<file path="src/verilog/ehb_pkg.sv">
`default_nettype none
package ehb_pkg;
	localparam int ADDR_W = 20;
	localparam int DATA_W = 32;
	localparam int BYTE_W = 8;
	localparam int FIFO_DEPTH = 16;
	localparam int CNT_W = 5;
	localparam int DIV_W = 16;
	localparam int WAIT_W = 8;
	localparam int REFR_W = 11;
	localparam int TXN_W = ADDR_W + DATA_W;
	localparam int SYNC_W = 10;
	localparam int SYNC_TE = 8;
	localparam int SYNC_RF = 9;
	localparam int ERR_WFULL = 0;
	localparam int ERR_RSTALL = 1;
	localparam int ERR_TOUT = 2;
	localparam int IRQ_TX = 0;
	localparam int IRQ_RX = 1;
	localparam int IRQ_ERR = 2;
	localparam logic [CNT_W-1:0] TX_LVL_EMPTY = 5'h01;
	localparam logic [CNT_W-1:0] TX_LVL_1_4 = 5'h04;
	localparam logic [CNT_W-1:0] TX_LVL_1_2 = 5'h08;
	localparam logic [CNT_W-1:0] TX_LVL_3_4 = 5'h0C;
	localparam logic [CNT_W-1:0] RX_LVL_1_8 = 5'h02;
	localparam logic [CNT_W-1:0] RX_LVL_1_4 = 5'h04;
	localparam logic [CNT_W-1:0] RX_LVL_1_2 = 5'h08;
	localparam logic [CNT_W-1:0] RX_LVL_3_4 = 5'h0C;
	localparam logic [CNT_W-1:0] RX_LVL_7_8 = 5'h0E;
	localparam logic [CNT_W-1:0] RX_LVL_FULL = 5'h10;
	localparam int T_RFC_NS = 70;
	localparam int BAND0_MHZ = 15;
	localparam int BAND1_MHZ = 30;
	localparam int BAND2_MHZ = 50;
	localparam int BAND3_MHZ = 100;
	localparam logic [3:0] RFC_CYC_B0 = 4'((T_RFC_NS * BAND0_MHZ + 999) / 1000);
	localparam logic [3:0] RFC_CYC_B1 = 4'((T_RFC_NS * BAND1_MHZ + 999) / 1000);
	localparam logic [3:0] RFC_CYC_B2 = 4'((T_RFC_NS * BAND2_MHZ + 999) / 1000);
	localparam logic [3:0] RFC_CYC_B3 = 4'((T_RFC_NS * BAND3_MHZ + 999) / 1000);
	localparam logic [4:0] SDRAM_AW_BASE = 5'h17;
	typedef enum logic [1:0] {
		muxed_addr_data_submode = 2'h0,
		split_addr_data_submode = 2'h1,
		sram_submode            = 2'h2,
		fifo_submode            = 2'h3
	} submode_e;
	typedef enum logic [1:0] {
		cs_single     = 2'h0,
		cs_latch      = 2'h1,
		cs_dual       = 2'h2,
		cs_latch_dual = 2'h3
	} cscfg_e;
	typedef enum logic [1:0] {
		mode_off           = 2'h0,
		byte_host_bus_mode = 2'h1,
		sdram_mode         = 2'h2,
		mode_rsvd          = 2'h3
	} mode_e;
	typedef enum logic [3:0] {
		st_idle   = 4'h1,
		st_hold   = 4'h2,
		st_addr   = 4'h4,
		st_strobe = 4'h8
	} bus_st_e;
	typedef struct packed {
		mode_e             mode;
		submode_e          sub;
		logic              use_te;
		logic              use_rf;
		logic              wr_hi;
		logic              rd_hi;
		logic [1:0]        wr_wait;
		logic [1:0]        rd_wait;
		logic              word;
		logic              dual;
		cscfg_e            cs;
		logic [WAIT_W-1:0] max_wait;
		logic [31:0]       div;
	} cfg_s;
	localparam cfg_s RST_CFG = '0;
endpackage
`default_nettype wire

</file>
<file path="src/verilog/stream_if.sv">
`timescale 1ns/100ps
`default_nettype none
interface stream_if #(parameter int W = 8);
	logic         valid;
	logic         ready;
	logic [W-1:0] data;
	modport src (output valid, output data, input ready);
	modport snk (input valid, input data, output ready);
endinterface
`default_nettype wire

</file>
<file path="src/verilog/hb_fifo.sv">
`timescale 1ns/100ps
`default_nettype none
module hb_fifo #(
	parameter int W     = 8,
	parameter int DEPTH = 16
)
(
	input  wire logic              i_ref_clk,
	input  wire logic              i_reset,
	stream_if.snk                  s_in,
	stream_if.src                  s_out,
	output logic [$clog2(DEPTH):0] o_count
);
	localparam int AW = $clog2(DEPTH);
	logic [W-1:0]  mem [DEPTH];
	logic [AW-1:0] wr_ptr_q;
	logic [AW-1:0] rd_ptr_q;
	logic [AW:0]   count_q;
	wire logic     push;
	wire logic     pop;

	assign s_in.ready = count_q != (AW+1)'(DEPTH);
	assign s_out.valid = count_q != '0;
	assign s_out.data = mem[rd_ptr_q];
	assign push = s_in.valid & s_in.ready;
	assign pop = s_out.valid & s_out.ready;
	assign o_count = count_q;

	always_ff @(posedge i_ref_clk)
	begin
		if (push)
			mem[wr_ptr_q] <= s_in.data;
	end

	always_ff @(posedge i_ref_clk)
	begin
		if (i_reset)
		begin
			wr_ptr_q <= '0;
			rd_ptr_q <= '0;
			count_q <= '0;
		end
		else
		begin
			wr_ptr_q <= wr_ptr_q + AW'(push);
			rd_ptr_q <= rd_ptr_q + AW'(pop);
			count_q <= count_q + (AW+1)'(push) - (AW+1)'(pop);
		end
	end
endmodule
`default_nettype wire

</file>
<file path="src/verilog/ext_host_bus.sv">
// Summary of operation
// - byte host bus runs muxed, split, SRAM-style or FIFO-style access.
// - FIFO access honours enabled external empty and full inputs.
// - write strobe active high when optioned, else low.
// - read strobe active high when optioned, else low.
// - zero to three write wait states; reset gives zero.
// - zero to three read wait states; reset gives zero.
// - word access puts the byte in its lane, else bits 7:0.
// - dual rate clocks select 1 from the upper divider.
// - pins form one select, latch, two selects, or latch plus two.
// - FIFO hold-off limited to max ticks; zero waits forever.
// - SDRAM timing follows the core frequency band.
// - low power puts the SDRAM in self refresh.
// - SDRAM size 64 to 512 megabit sets address width.
// - 11-bit refresh count in core clocks sets refresh interval.
// - divider zero steps every clock, else every ((d/2)+1)*2.
// - write refused by full FIFO raises error when enabled.
// - read that cannot start at once raises error when enabled.
// - transmit trigger: empty, 1/4, 1/2 or 3/4.
// - receive trigger: 1/8, 1/4, 1/2, 3/4, 7/8 or full.
// - transmit request while write FIFO is below trigger.
// - receive request while read FIFO reaches trigger.
// - transmit, receive and error interrupts each have an enable; all three error flags share one.
// - hold-off beyond max wait flags a timeout error.
`timescale 1ns/100ps
`default_nettype none
module ext_host_bus
(
	input wire logic                       i_ref_clk,
	input wire logic                       i_reset,
	input wire ehb_pkg::mode_e             i_mode,
	input wire ehb_pkg::submode_e          i_submode,
	input wire logic                       i_use_tx_empty,
	input wire logic                       i_use_rx_full,
	input wire logic                       i_write_strobe_high_opt,
	input wire logic                       i_read_strobe_high_opt,
	input wire logic [1:0]                 i_wr_wait,
	input wire logic [1:0]                 i_rd_wait,
	input wire logic                       i_word_access,
	input wire logic                       i_dual_rate,
	input wire ehb_pkg::cscfg_e            i_cs_cfg,
	input wire logic [ehb_pkg::WAIT_W-1:0] i_max_wait,
	input wire logic [31:0]                i_divider,
	input wire logic [1:0]                 i_sdram_band,
	input wire logic                       i_sdram_low_power,
	input wire logic [1:0]                 i_sdram_size,
	input wire logic [ehb_pkg::REFR_W-1:0] i_sdram_refresh,
	input wire logic                       i_write_full_err_en,
	input wire logic                       i_read_stall_err_en,
	input wire logic [1:0]                 i_tx_lvl,
	input wire logic [2:0]                 i_rx_lvl,
	input wire logic [2:0]                 i_irq_en,
	input wire logic [2:0]                 i_err_clear,
	input wire logic                       i_wr_valid,
	input wire logic [ehb_pkg::ADDR_W-1:0] i_wr_addr,
	input wire logic [ehb_pkg::DATA_W-1:0] i_wr_data,
	output logic                           o_wr_ready,
	input wire logic                       i_rd_req,
	input wire logic [ehb_pkg::ADDR_W-1:0] i_rd_addr,
	output logic                           o_rd_busy,
	output logic                           o_rd_valid,
	output logic [ehb_pkg::DATA_W-1:0]     o_rd_data,
	input wire logic                       i_rd_ready,
	output logic [ehb_pkg::CNT_W-1:0]      o_tx_count,
	output logic [ehb_pkg::CNT_W-1:0]      o_rx_count,
	output logic [ehb_pkg::BYTE_W-1:0]     o_ad_out,
	output logic                           o_ad_oe,
	input wire logic [ehb_pkg::BYTE_W-1:0] i_ad_in,
	output logic [ehb_pkg::ADDR_W-1:0]     o_addr,
	output logic                           o_ctl_a,
	output logic                           o_ctl_b,
	output logic                           o_ctl_c,
	output logic                           o_wr_strobe,
	output logic                           o_rd_strobe,
	input wire logic                       i_ext_fifo_tx_empty_in,
	input wire logic                       i_ext_fifo_rx_full_in,
	output logic                           o_sdram_cke,
	output logic                           o_sdram_refresh,
	output logic [4:0]                     o_sdram_addr_width,
	output logic [3:0]                     o_sdram_rfc_cycles,
	output logic                           o_tx_request_irq,
	output logic                           o_rx_request_irq,
	output logic [2:0]                     o_err_flags,
	output logic                           o_irq
);
	localparam int AW = ehb_pkg::ADDR_W;
	localparam int DW = ehb_pkg::DATA_W;
	localparam int BW = ehb_pkg::BYTE_W;
	localparam int CW = ehb_pkg::CNT_W;
	localparam int VW = ehb_pkg::DIV_W;

	stream_if #(.W(ehb_pkg::TXN_W)) tx_in ();
	stream_if #(.W(ehb_pkg::TXN_W)) tx_out ();
	stream_if #(.W(DW))             rx_in ();
	stream_if #(.W(DW))             rx_out ();

	ehb_pkg::cfg_s    cfg_in;
	ehb_pkg::cfg_s    cfg_q;
	ehb_pkg::bus_st_e st_q;
	ehb_pkg::bus_st_e st_d;
	logic [VW-1:0]    tick_q;
	logic [VW-1:0]    div_act_q;
	logic [1:0]       wait_q;
	logic [ehb_pkg::WAIT_W-1:0] hold_q;
	logic             is_rd_q;
	logic             sel1_q;
	logic [AW-1:0]    addr_q;
	logic [BW-1:0]    wbyte_q;
	logic             rd_pend_q;
	logic [AW-1:0]    rd_addr_q;
	logic [ehb_pkg::SYNC_W-1:0] s1_q;
	logic [ehb_pkg::SYNC_W-1:0] s2_q;
	logic [ehb_pkg::SYNC_W-1:0] s3_q;
	logic [ehb_pkg::SYNC_W-1:0] filt_q;
	logic [ehb_pkg::REFR_W-1:0] refr_q;

	function automatic logic [VW-1:0] reload(input logic [VW-1:0] d);
		reload = (d == '0) ? '0 : {d[VW-1:1], 1'b1};
	endfunction

	hb_fifo #(.W(ehb_pkg::TXN_W), .DEPTH(ehb_pkg::FIFO_DEPTH)) u_tx_fifo
	(
		.i_ref_clk (i_ref_clk),
		.i_reset   (i_reset),
		.s_in      (tx_in),
		.s_out     (tx_out),
		.o_count   (o_tx_count)
	);

	hb_fifo #(.W(DW), .DEPTH(ehb_pkg::FIFO_DEPTH)) u_rx_fifo
	(
		.i_ref_clk (i_ref_clk),
		.i_reset   (i_reset),
		.s_in      (rx_in),
		.s_out     (rx_out),
		.o_count   (o_rx_count)
	);

	assign cfg_in = {i_mode, i_submode, i_use_tx_empty, i_use_rx_full,
		i_write_strobe_high_opt, i_read_strobe_high_opt, i_wr_wait, i_rd_wait,
		i_word_access, i_dual_rate, i_cs_cfg, i_max_wait, i_divider};

	wire logic          idle;
	wire logic          hb8_on;
	wire logic          fifo_sub;
	wire logic          te_s;
	wire logic          rf_s;
	wire logic          start_wr;
	wire logic          start_rd;
	wire logic          start;
	wire logic [AW-1:0] start_addr;
	wire logic          start_sel1;
	wire logic [VW-1:0] start_div;
	wire logic [DW-1:0] start_data;
	wire logic          need_ale;
	wire logic          gate_wr;
	wire logic          gate_rd;
	wire logic          gate_now;
	wire logic          gate_start;
	wire logic          tick;
	wire logic          timeout;
	wire logic          finish;
	wire logic [BW-1:0] rbyte;
	wire logic          tx_push;
	wire logic          tx_pop;
	wire logic [CW-1:0] tx_next;

	assign idle = st_q == ehb_pkg::st_idle;
	assign hb8_on = cfg_q.mode == ehb_pkg::byte_host_bus_mode;
	assign fifo_sub = cfg_q.sub == ehb_pkg::fifo_submode;
	assign te_s = filt_q[ehb_pkg::SYNC_TE];
	assign rf_s = filt_q[ehb_pkg::SYNC_RF];
	// writes drain ahead of a read so a read never overtakes queued data
	assign start_wr = idle & hb8_on & tx_out.valid;
	assign start_rd = idle & hb8_on & ~tx_out.valid & rd_pend_q & rx_in.ready;
	assign start = start_wr | start_rd;
	assign start_addr = start_wr ? tx_out.data[ehb_pkg::TXN_W-1:DW] : rd_addr_q;
	assign start_data = tx_out.data[DW-1:0];
	assign start_sel1 = start_addr[AW-1] & cfg_q.cs[1];
	assign start_div = (cfg_q.dual & start_sel1) ? cfg_q.div[31:16] : cfg_q.div[15:0];
	assign need_ale = ~fifo_sub
		& ((cfg_q.sub == ehb_pkg::muxed_addr_data_submode) | cfg_q.cs[0]);
	assign gate_wr = fifo_sub & cfg_q.use_rf & rf_s;
	assign gate_rd = fifo_sub & cfg_q.use_te & te_s;
	assign gate_now = is_rd_q ? gate_rd : gate_wr;
	assign gate_start = start_rd ? gate_rd : gate_wr;
	assign tick = tick_q == '0;
	assign timeout = (st_q == ehb_pkg::st_hold) & tick & gate_now
		& (cfg_q.max_wait != '0) & (hold_q == cfg_q.max_wait - 1'b1);
	assign finish = (st_q == ehb_pkg::st_strobe) & tick & (wait_q == 2'h0);
	assign rbyte = filt_q[BW-1:0];

	assign tx_push = i_wr_valid & o_wr_ready;
	assign tx_pop = start_wr;
	assign tx_in.valid = tx_push;
	assign tx_in.data = {i_wr_addr, i_wr_data};
	assign tx_out.ready = tx_pop;
	assign tx_next = o_tx_count + CW'(tx_push) - CW'(tx_pop);

	assign rx_in.valid = finish & is_rd_q;
	assign rx_in.data = cfg_q.word ? (DW'(rbyte) << {addr_q[1:0], 3'h0}) : DW'(rbyte);
	assign rx_out.ready = ~o_rd_valid | i_rd_ready;

	always_comb
	begin
		st_d = st_q;
		unique case (st_q)
			ehb_pkg::st_idle:
				if (start)
					st_d = gate_start ? ehb_pkg::st_hold
						: (need_ale ? ehb_pkg::st_addr : ehb_pkg::st_strobe);
			ehb_pkg::st_hold:
				if (timeout)
					st_d = ehb_pkg::st_idle;
				else if (tick & ~gate_now)
					st_d = ehb_pkg::st_strobe;
			ehb_pkg::st_addr:
				if (tick)
					st_d = ehb_pkg::st_strobe;
			ehb_pkg::st_strobe:
				if (finish)
					st_d = ehb_pkg::st_idle;
			default:
				st_d = ehb_pkg::st_idle;
		endcase
	end

	always_ff @(posedge i_ref_clk)
	begin
		if (i_reset)
		begin
			st_q <= ehb_pkg::st_idle;
			cfg_q <= ehb_pkg::RST_CFG;
		end
		else
		begin
			st_q <= st_d;
			if (idle & ~start)
				cfg_q <= cfg_in;
		end
	end

	// one step per interface clock period
	always_ff @(posedge i_ref_clk)
	begin
		if (i_reset)
			tick_q <= '0;
		else if (start)
			tick_q <= reload(start_div);
		else if (idle)
			tick_q <= '0;
		else
			tick_q <= tick ? reload(div_act_q) : tick_q - 1'b1;
	end

	always_ff @(posedge i_ref_clk)
	begin
		if (i_reset)
		begin
			div_act_q <= '0;
			is_rd_q <= 1'b0;
			sel1_q <= 1'b0;
			addr_q <= '0;
			wbyte_q <= '0;
		end
		else if (start)
		begin
			div_act_q <= start_div;
			is_rd_q <= start_rd;
			sel1_q <= start_sel1;
			addr_q <= start_addr;
			wbyte_q <= cfg_q.word ? start_data[start_addr[1:0]*BW +: BW]
				: start_data[BW-1:0];
		end
	end

	always_ff @(posedge i_ref_clk)
	begin
		if (i_reset)
			wait_q <= 2'h0;
		else if (start)
			wait_q <= start_rd ? cfg_q.rd_wait : cfg_q.wr_wait;
		else if ((st_q == ehb_pkg::st_strobe) & tick & (wait_q != 2'h0))
			wait_q <= wait_q - 2'h1;
	end

	always_ff @(posedge i_ref_clk)
	begin
		if (i_reset | start)
			hold_q <= '0;
		else if ((st_q == ehb_pkg::st_hold) & tick & gate_now)
			hold_q <= hold_q + 1'b1;
	end

	always_ff @(posedge i_ref_clk)
	begin
		if (i_reset)
		begin
			rd_pend_q <= 1'b0;
			rd_addr_q <= '0;
		end
		else if (i_rd_req & ~rd_pend_q)
		begin
			rd_pend_q <= 1'b1;
			rd_addr_q <= i_rd_addr;
		end
		else if (is_rd_q & (finish | timeout))
			rd_pend_q <= 1'b0;
	end

	// a bit moves once stages two and three agree
	always_ff @(posedge i_ref_clk)
	begin
		if (i_reset)
		begin
			s1_q <= '0;
			s2_q <= '0;
			s3_q <= '0;
			filt_q <= '0;
		end
		else
		begin
			s1_q <= {i_ext_fifo_rx_full_in, i_ext_fifo_tx_empty_in, i_ad_in};
			s2_q <= s1_q;
			s3_q <= s2_q;
			filt_q <= (s2_q & s3_q) | (filt_q & (s2_q | s3_q));
		end
	end

	wire logic ale_on;
	wire logic stb_on;
	wire logic busy;
	wire logic cs0_n;
	wire logic cs1_n;
	wire logic ctl_a;
	wire logic ctl_b;
	wire logic ctl_c;

	assign ale_on = st_q == ehb_pkg::st_addr;
	assign stb_on = st_q == ehb_pkg::st_strobe;
	assign busy = ~idle;
	assign cs0_n = ~(busy & ~sel1_q);
	assign cs1_n = ~(busy & sel1_q);
	assign ctl_a = cfg_q.cs[0] ? ale_on
		: ((cfg_q.cs == ehb_pkg::cs_dual) ? cs0_n : ~busy);
	assign ctl_b = (cfg_q.cs == ehb_pkg::cs_dual) ? cs1_n
		: ((cfg_q.cs == ehb_pkg::cs_latch_dual) ? cs0_n : 1'b1);
	assign ctl_c = (cfg_q.cs == ehb_pkg::cs_latch_dual) ? cs1_n : 1'b1;

	// pins lag the state by one clock; every phase lasts at least one clock
	always_ff @(posedge i_ref_clk)
	begin
		if (i_reset)
		begin
			o_ad_out <= '0;
			o_ad_oe <= 1'b0;
			o_addr <= '0;
			o_ctl_a <= 1'b1;
			o_ctl_b <= 1'b1;
			o_ctl_c <= 1'b1;
			o_wr_strobe <= 1'b1;
			o_rd_strobe <= 1'b1;
		end
		else
		begin
			o_ad_out <= ale_on ? addr_q[BW-1:0] : wbyte_q;
			o_ad_oe <= ale_on | (stb_on & ~is_rd_q);
			o_addr <= fifo_sub ? '0 : addr_q;
			o_ctl_a <= ctl_a;
			o_ctl_b <= ctl_b;
			o_ctl_c <= ctl_c;
			o_wr_strobe <= (stb_on & ~is_rd_q) ^ ~cfg_q.wr_hi;
			o_rd_strobe <= (stb_on & is_rd_q) ^ ~cfg_q.rd_hi;
		end
	end

	// user side
	always_ff @(posedge i_ref_clk)
	begin
		if (i_reset)
		begin
			o_wr_ready <= 1'b1;
			o_rd_busy <= 1'b0;
			o_rd_valid <= 1'b0;
			o_rd_data <= '0;
		end
		else
		begin
			o_wr_ready <= tx_next != CW'(ehb_pkg::FIFO_DEPTH);
			o_rd_busy <= (i_rd_req | rd_pend_q) & ~(is_rd_q & (finish | timeout));
			o_rd_valid <= rx_out.valid | (o_rd_valid & ~i_rd_ready);
			if (rx_out.valid & rx_out.ready)
				o_rd_data <= rx_out.data;
		end
	end

	wire logic [CW-1:0] tx_thr;
	wire logic [CW-1:0] rx_thr;
	wire logic          tx_req;
	wire logic          rx_req;
	wire logic [2:0]    err_ev;

	assign tx_thr = (i_tx_lvl == 2'h0) ? ehb_pkg::TX_LVL_EMPTY
		: (i_tx_lvl == 2'h1) ? ehb_pkg::TX_LVL_1_4
		: (i_tx_lvl == 2'h2) ? ehb_pkg::TX_LVL_1_2 : ehb_pkg::TX_LVL_3_4;
	assign rx_thr = (i_rx_lvl == 3'h0) ? ehb_pkg::RX_LVL_1_8
		: (i_rx_lvl == 3'h1) ? ehb_pkg::RX_LVL_1_4
		: (i_rx_lvl == 3'h2) ? ehb_pkg::RX_LVL_1_2
		: (i_rx_lvl == 3'h3) ? ehb_pkg::RX_LVL_3_4
		: (i_rx_lvl == 3'h4) ? ehb_pkg::RX_LVL_7_8 : ehb_pkg::RX_LVL_FULL;
	assign tx_req = o_tx_count < tx_thr;
	assign rx_req = o_rx_count >= rx_thr;
	assign err_ev[ehb_pkg::ERR_WFULL] = i_write_full_err_en & i_wr_valid & ~o_wr_ready;
	assign err_ev[ehb_pkg::ERR_RSTALL] = i_read_stall_err_en & i_rd_req & ~rd_pend_q
		& (busy | tx_out.valid | ~rx_in.ready | ~hb8_on);
	assign err_ev[ehb_pkg::ERR_TOUT] = timeout;

	always_ff @(posedge i_ref_clk)
	begin
		if (i_reset)
		begin
			o_tx_request_irq <= 1'b0;
			o_rx_request_irq <= 1'b0;
			o_err_flags <= 3'h0;
			o_irq <= 1'b0;
		end
		else
		begin
			o_tx_request_irq <= tx_req;
			o_rx_request_irq <= rx_req;
			// a new event outranks a clear arriving in the same cycle
			o_err_flags <= (o_err_flags & ~i_err_clear) | err_ev;
			o_irq <= (i_irq_en[ehb_pkg::IRQ_TX] & o_tx_request_irq)
				| (i_irq_en[ehb_pkg::IRQ_RX] & o_rx_request_irq)
				| (i_irq_en[ehb_pkg::IRQ_ERR] & (|o_err_flags));
		end
	end

	// sdram operating parameters
	wire logic sd_on;
	wire logic refr_run;

	assign sd_on = cfg_q.mode == ehb_pkg::sdram_mode;
	assign refr_run = sd_on & ~i_sdram_low_power & (i_sdram_refresh != '0);

	always_ff @(posedge i_ref_clk)
	begin
		if (i_reset)
		begin
			refr_q <= '0;
			o_sdram_refresh <= 1'b0;
			o_sdram_cke <= 1'b1;
			o_sdram_addr_width <= ehb_pkg::SDRAM_AW_BASE;
			o_sdram_rfc_cycles <= ehb_pkg::RFC_CYC_B0;
		end
		else
		begin
			refr_q <= (~refr_run | (refr_q == i_sdram_refresh - 1'b1)) ? '0 : refr_q + 1'b1;
			o_sdram_refresh <= refr_run & (refr_q == i_sdram_refresh - 1'b1);
			o_sdram_cke <= ~(sd_on & i_sdram_low_power);
			o_sdram_addr_width <= ehb_pkg::SDRAM_AW_BASE + 5'(i_sdram_size);
			o_sdram_rfc_cycles <= (i_sdram_band == 2'h0) ? ehb_pkg::RFC_CYC_B0
				: (i_sdram_band == 2'h1) ? ehb_pkg::RFC_CYC_B1
				: (i_sdram_band == 2'h2) ? ehb_pkg::RFC_CYC_B2 : ehb_pkg::RFC_CYC_B3;
		end
	end
endmodule
`default_nettype wire

</file>
<file path="config.mk">
export PLATFORM = sky130hd
export DESIGN_NAME = ext_host_bus
export DESIGN_NICKNAME = d
export VERILOG_FILES = /design/src/verilog/ehb_pkg.sv /design/src/verilog/stream_if.sv /design/src/verilog/hb_fifo.sv /design/src/verilog/ext_host_bus.sv
export SDC_FILE = /design/constraint.sdc
export NUM_CORES = 2
export LEC_CHECK = 0
export ABC_AREA = 1
export BUFFER_PORTS_ARGS = -buffer_cell sky130_fd_sc_hd__buf_2
export CORE_MARGIN = 2
export CORE_UTILIZATION = 60
export DETAILED_ROUTE_END_ITERATION = 8
export PLACE_DENSITY = 0.8
export SETUP_SLACK_MARGIN = 0.1
export SLEW_MARGIN = 20
export SYNTH_ARGS = -nofsm -noshare
export SYNTH_HDL_FRONTEND = slang
export SYNTH_SLANG_ARGS = --single-unit
</file>
<file path="constraint.sdc">
create_clock -name i_ref_clk -period 10.1 [get_ports i_ref_clk]
set_input_delay 1.01 -clock i_ref_clk [delete_from_list [all_inputs] [get_ports i_ref_clk]]
set_output_delay 1.01 -clock i_ref_clk [all_outputs]
set_load 0.02 [all_outputs]
</file>
==> run summary <==
For the worst setup path, the data required time is approximately 11 ns. The number of gates resized after cts is 0. By area the synthesized netlist is led by edfxtp_1 61%, dfxtp_1 9.6%, o21ai_0 4.6%. The region available for standard cell placement spans 109000 um^2.

The async set-reset flop share out of synthesis is 0. The floorplan has 121 rows. The post-synthesis sequential element count came out at ~1700.

The worst hold margin is just under 0.4 ns. The detailed router finished its first iteration with approximately 6400 violations. The power per cell area came out at around 240 nW/um^2. The number of nets produced by synthesis is ~5600. The number of global-route vias before repair is 43800.

The number of buffers created by CTS is roughly 160. Summed over all cells, the static leakage comes to approximately 26 nW. The initial core utilization came out at 0.605. Buffers added to address setup during post-CTS repair amount to 0. TritonCTS built the clock tree.

The number of distinct library cells after synthesis came out at 55. The longest clock path from root to sink contains 3 buffers. The share of final-layout standard cells stronger than drive strength 1 came out at 0.121. Across the VDD grid, the largest voltage drop is between 0.2 and 0.25 mV. The signal arrival time at the worst endpoint came out at ~4.8 ns. The most common cell in the synthesized netlist is edfxtp_1. In the finished design, the share of the clock period the worst path needs comes to 0.406. The mux contribution to synthesized area is 0.0195. The leftover overflow at the end of global routing came out at 0. The worst slew margin relative to its limit is 0.188. The simple-gate portion of the synthesized area is 0.0909.

The number of port buffers came out at between 200 and 300. The detailed router placed between 40000 and 50000 vias in this run. Entering global routing, the biggest net connects around 230 pins.

The post-layout minimum cycle time is ~4.1 ns. In this run the worst path has a maximum fanout of 110. The count of antenna-violating nets left after detailed routing came out at 0. Once detailed placement completed, the half-perimeter wirelength came to 94800 um. The first global-routing pass estimated approximately 260000 um of wire.

The run finished with clean final reports. At the later pin of the worst-skew pair, clock insertion delay measures between 0.8 and 0.9 ns. The final routed wirelength across all metal layers is roughly 180000 um. The average instance in the mapped netlist occupies ~12 um^2. The path class of the tightest hold or removal check is register to register. Clock skew on the completed layout was measured at approximately 0.058 ns. The count of pins on the block boundary is between 200 and 300.

The post-layout net count came out at about 5700. The number of pins exceeding their max-slew limit in the final report is 0. The sum of negative setup slack is 0 ns. The clock-pin slew of the registers on the worst-case setup and hold paths came out at around 0.060 ns.

The initial antenna violation count is 23. After detailed routing, the number of remaining DRC violations is 0. From synthesis to final layout, the design area changed by 11.8%. The master cell of the clock root buffer is clkbuf_16. The share of synthesized area in the top cell type comes to 0.614.

The share of synthesized cell area in full adder, half adder and majority cells came out at 0.00777. The fmax came out at between 0.2 and 0.25 GHz. The mean number of vias per cell came out at between 6 and 7.

The critical path is of the register to register type. Of the total synthesized cell area, the portion taken by XOR and XNOR cells is 0.00600. Across every metal layer, demand over resource in global routing totals 0.311. The TritonCTS sink count is approximately 1700. Counting every instance in the synthesized netlist gives 5361.

The final setup violation count came out at 0. The number of hold buffers added after cts came out at 0. The sequential area share after synthesis came out at 0.710. The final RePlAce weighted congestion came out at a little under 0.9. For the pin with the worst max-slew slack, the measured transition is 1.22 ns. The synthesized-area fraction occupied by ao, oa, aoi and oai cells is 0.121. The max-capacitance violation count came out at 0.

The worst setup path is launched from a register. The final hold violation count came out at 0. From left edge to right edge, the die measures around 330 um. The CTS H-tree depth is 4.

The commonest register cell after synthesis is edfxtp_1. The die extent in y came out at around 330 um. Setup repair after global routing left no endpoint under its margin. The die covers 112000 um^2. After synthesis, the largest family of logic cells by area is compound AO/OA/AOI/OAI gates. The end-of-flow core utilization is 0.676. The top cell type by total area after synthesis is edfxtp_1. The per-cell routed wire length is approximately 25 um. STA classifies the critical path endpoint as a register.

During synthesis, Yosys emitted a total of 0 warnings. The commonest cells after synthesis are 1344 x edfxtp_1, 600 x o21ai_0, 558 x nor2_1, 435 x nand2_1, 388 x inv_1. The area of the mapped netlist came out at around 66000 um^2. Before antenna repair, the detailed router went through 8 iterations.

The number of enable-type register cells in the synthesized netlist is 1344.
[where the power goes]
part	total (mW)	internal, mW	switching (mW)	leakage, nW
sequential	8.16	7.81	0.355	14.3
clock	5.88	3.29	2.59	2.50
combinational	3.64	1.13	2.50	9.04
[through the flow]
step / cells / power (mW) / instance area (um^2) / setup WS [ns]
2_1_floorplan: 5361 / 10.7 / 65700 / 5.99
3_3_place_gp: 6775 / 11.7 / 68200 / 6.22
3_5_place_dp: 6775 / 11.8 / 68200 / 6.17
4_1_cts: 7073 / 17.6 / 73400 / 6.17
5_1_grt: 7083 / 18.3 / 73500 / 5.77
6_report: 7086 / 17.7 / 73500 / 6.00
[sequential cells by signal (all words and copies together) (netlist names), 11 cells and up]
signal and cells:
rd_addr_q 20, u_rx_fifo.mem 512, div_act_q 16, o_addr 20, o_rd_data 32, addr_q 20, tick_q 16, cfg_q 56
refr_q 11, u_tx_fifo.mem 832
[layer usage]
metal	vias up	part of all wire	wire, um	global-route usage
li1	19800	-	-	-
met4	12	0.045	8010	0.149
met5	-	0.00044	79	0
met2	3061	0.48	85600	0.507
met3	605	0.12	20700	0.0616
met1	21900	0.36	63500	0.402
[logic make-up (layout without fill, tap and decap cells)]
group	Yosys count	count (layout)
AOI/OAI and AO/OA	1351	1351
xor gates and xnor gates	45	45
adders and majority gates	39	39
buffers and inverters	735	1035
muxes	128	128
other	2	13
and+or+nand+nor	1403	1403
DFF	1658	1658
[cell usage in the layout, fill, tap and decap left out, types with 7 or more instances in the layout]
master,instances
diode_2,11
o21ai_0,600
inv_2,8
nand4_1,67
nor2_4,35
a211oi_1,12
nor4_1,8
clkbuf_1,45
a21oi_1,328
bufinv_16,9
o211ai_1,149
nand3_1,288
o22ai_1,46
nor3_1,18
xnor2_1,20
a221oi_1,16
xor2_1,25
buf_4,71
clkinv_2,22
nor2_1,521
a311oi_1,17
clkinv_1,25
edfxtp_1,1344
ha_1,36
nor2_2,9
clkinvlp_4,7
inv_1,381
a31o_2,32
clkbuf_8,14
o21ai_1,9
o221ai_1,96
o31ai_1,7
dfxtp_1,306
a31oi_1,23
mux2i_1,128
clkbuf_16,160
buf_2,264
nand2_1,433
[critical path, cell delays in order (launching register included)]
cell and delay, ns:
dfxtp_4 0.75, buf_4 0.84, buf_4 0.97, o21ai_0 0.22, o221ai_1 0.25, a31oi_1 0.12, o21ai_0 0.35, nand3_1 0.12
nand3_1 0.09, nand2_1 0.06, nand2_1 0.05
[path summary, 6_finish.rpt]
check | startpoint | to | slack [ns] | cells after the start
min reg2reg | s1_q[8]$_SDFF_PP0_ | s2_q[8]$_SDFF_PP0_ | 0.39 | 2
max | u_tx_fifo.rd_ptr_q[0]$_SDFF_PP0_ | wbyte_q[4]$_SDFFE_PP0N_ | 6.00 | 10
max reg2reg | u_tx_fifo.rd_ptr_q[0]$_SDFF_PP0_ | wbyte_q[4]$_SDFFE_PP0N_ | 6.00 | 10
min | s1_q[8]$_SDFF_PP0_ | s2_q[8]$_SDFF_PP0_ | 0.39 | 2
[area by class of cell]
class	count	area, um^2
timing repair buffer	339	1950
sequential	1658	46700
antenna	11	27.5
inverter	398	1520
tap	1414	1770
fill	7239	35200
clock inverter	79	813
multi-input combinational	2968	16400
clock buffer	219	4370
Note: power is estimated with default switching activity, not from simulation.
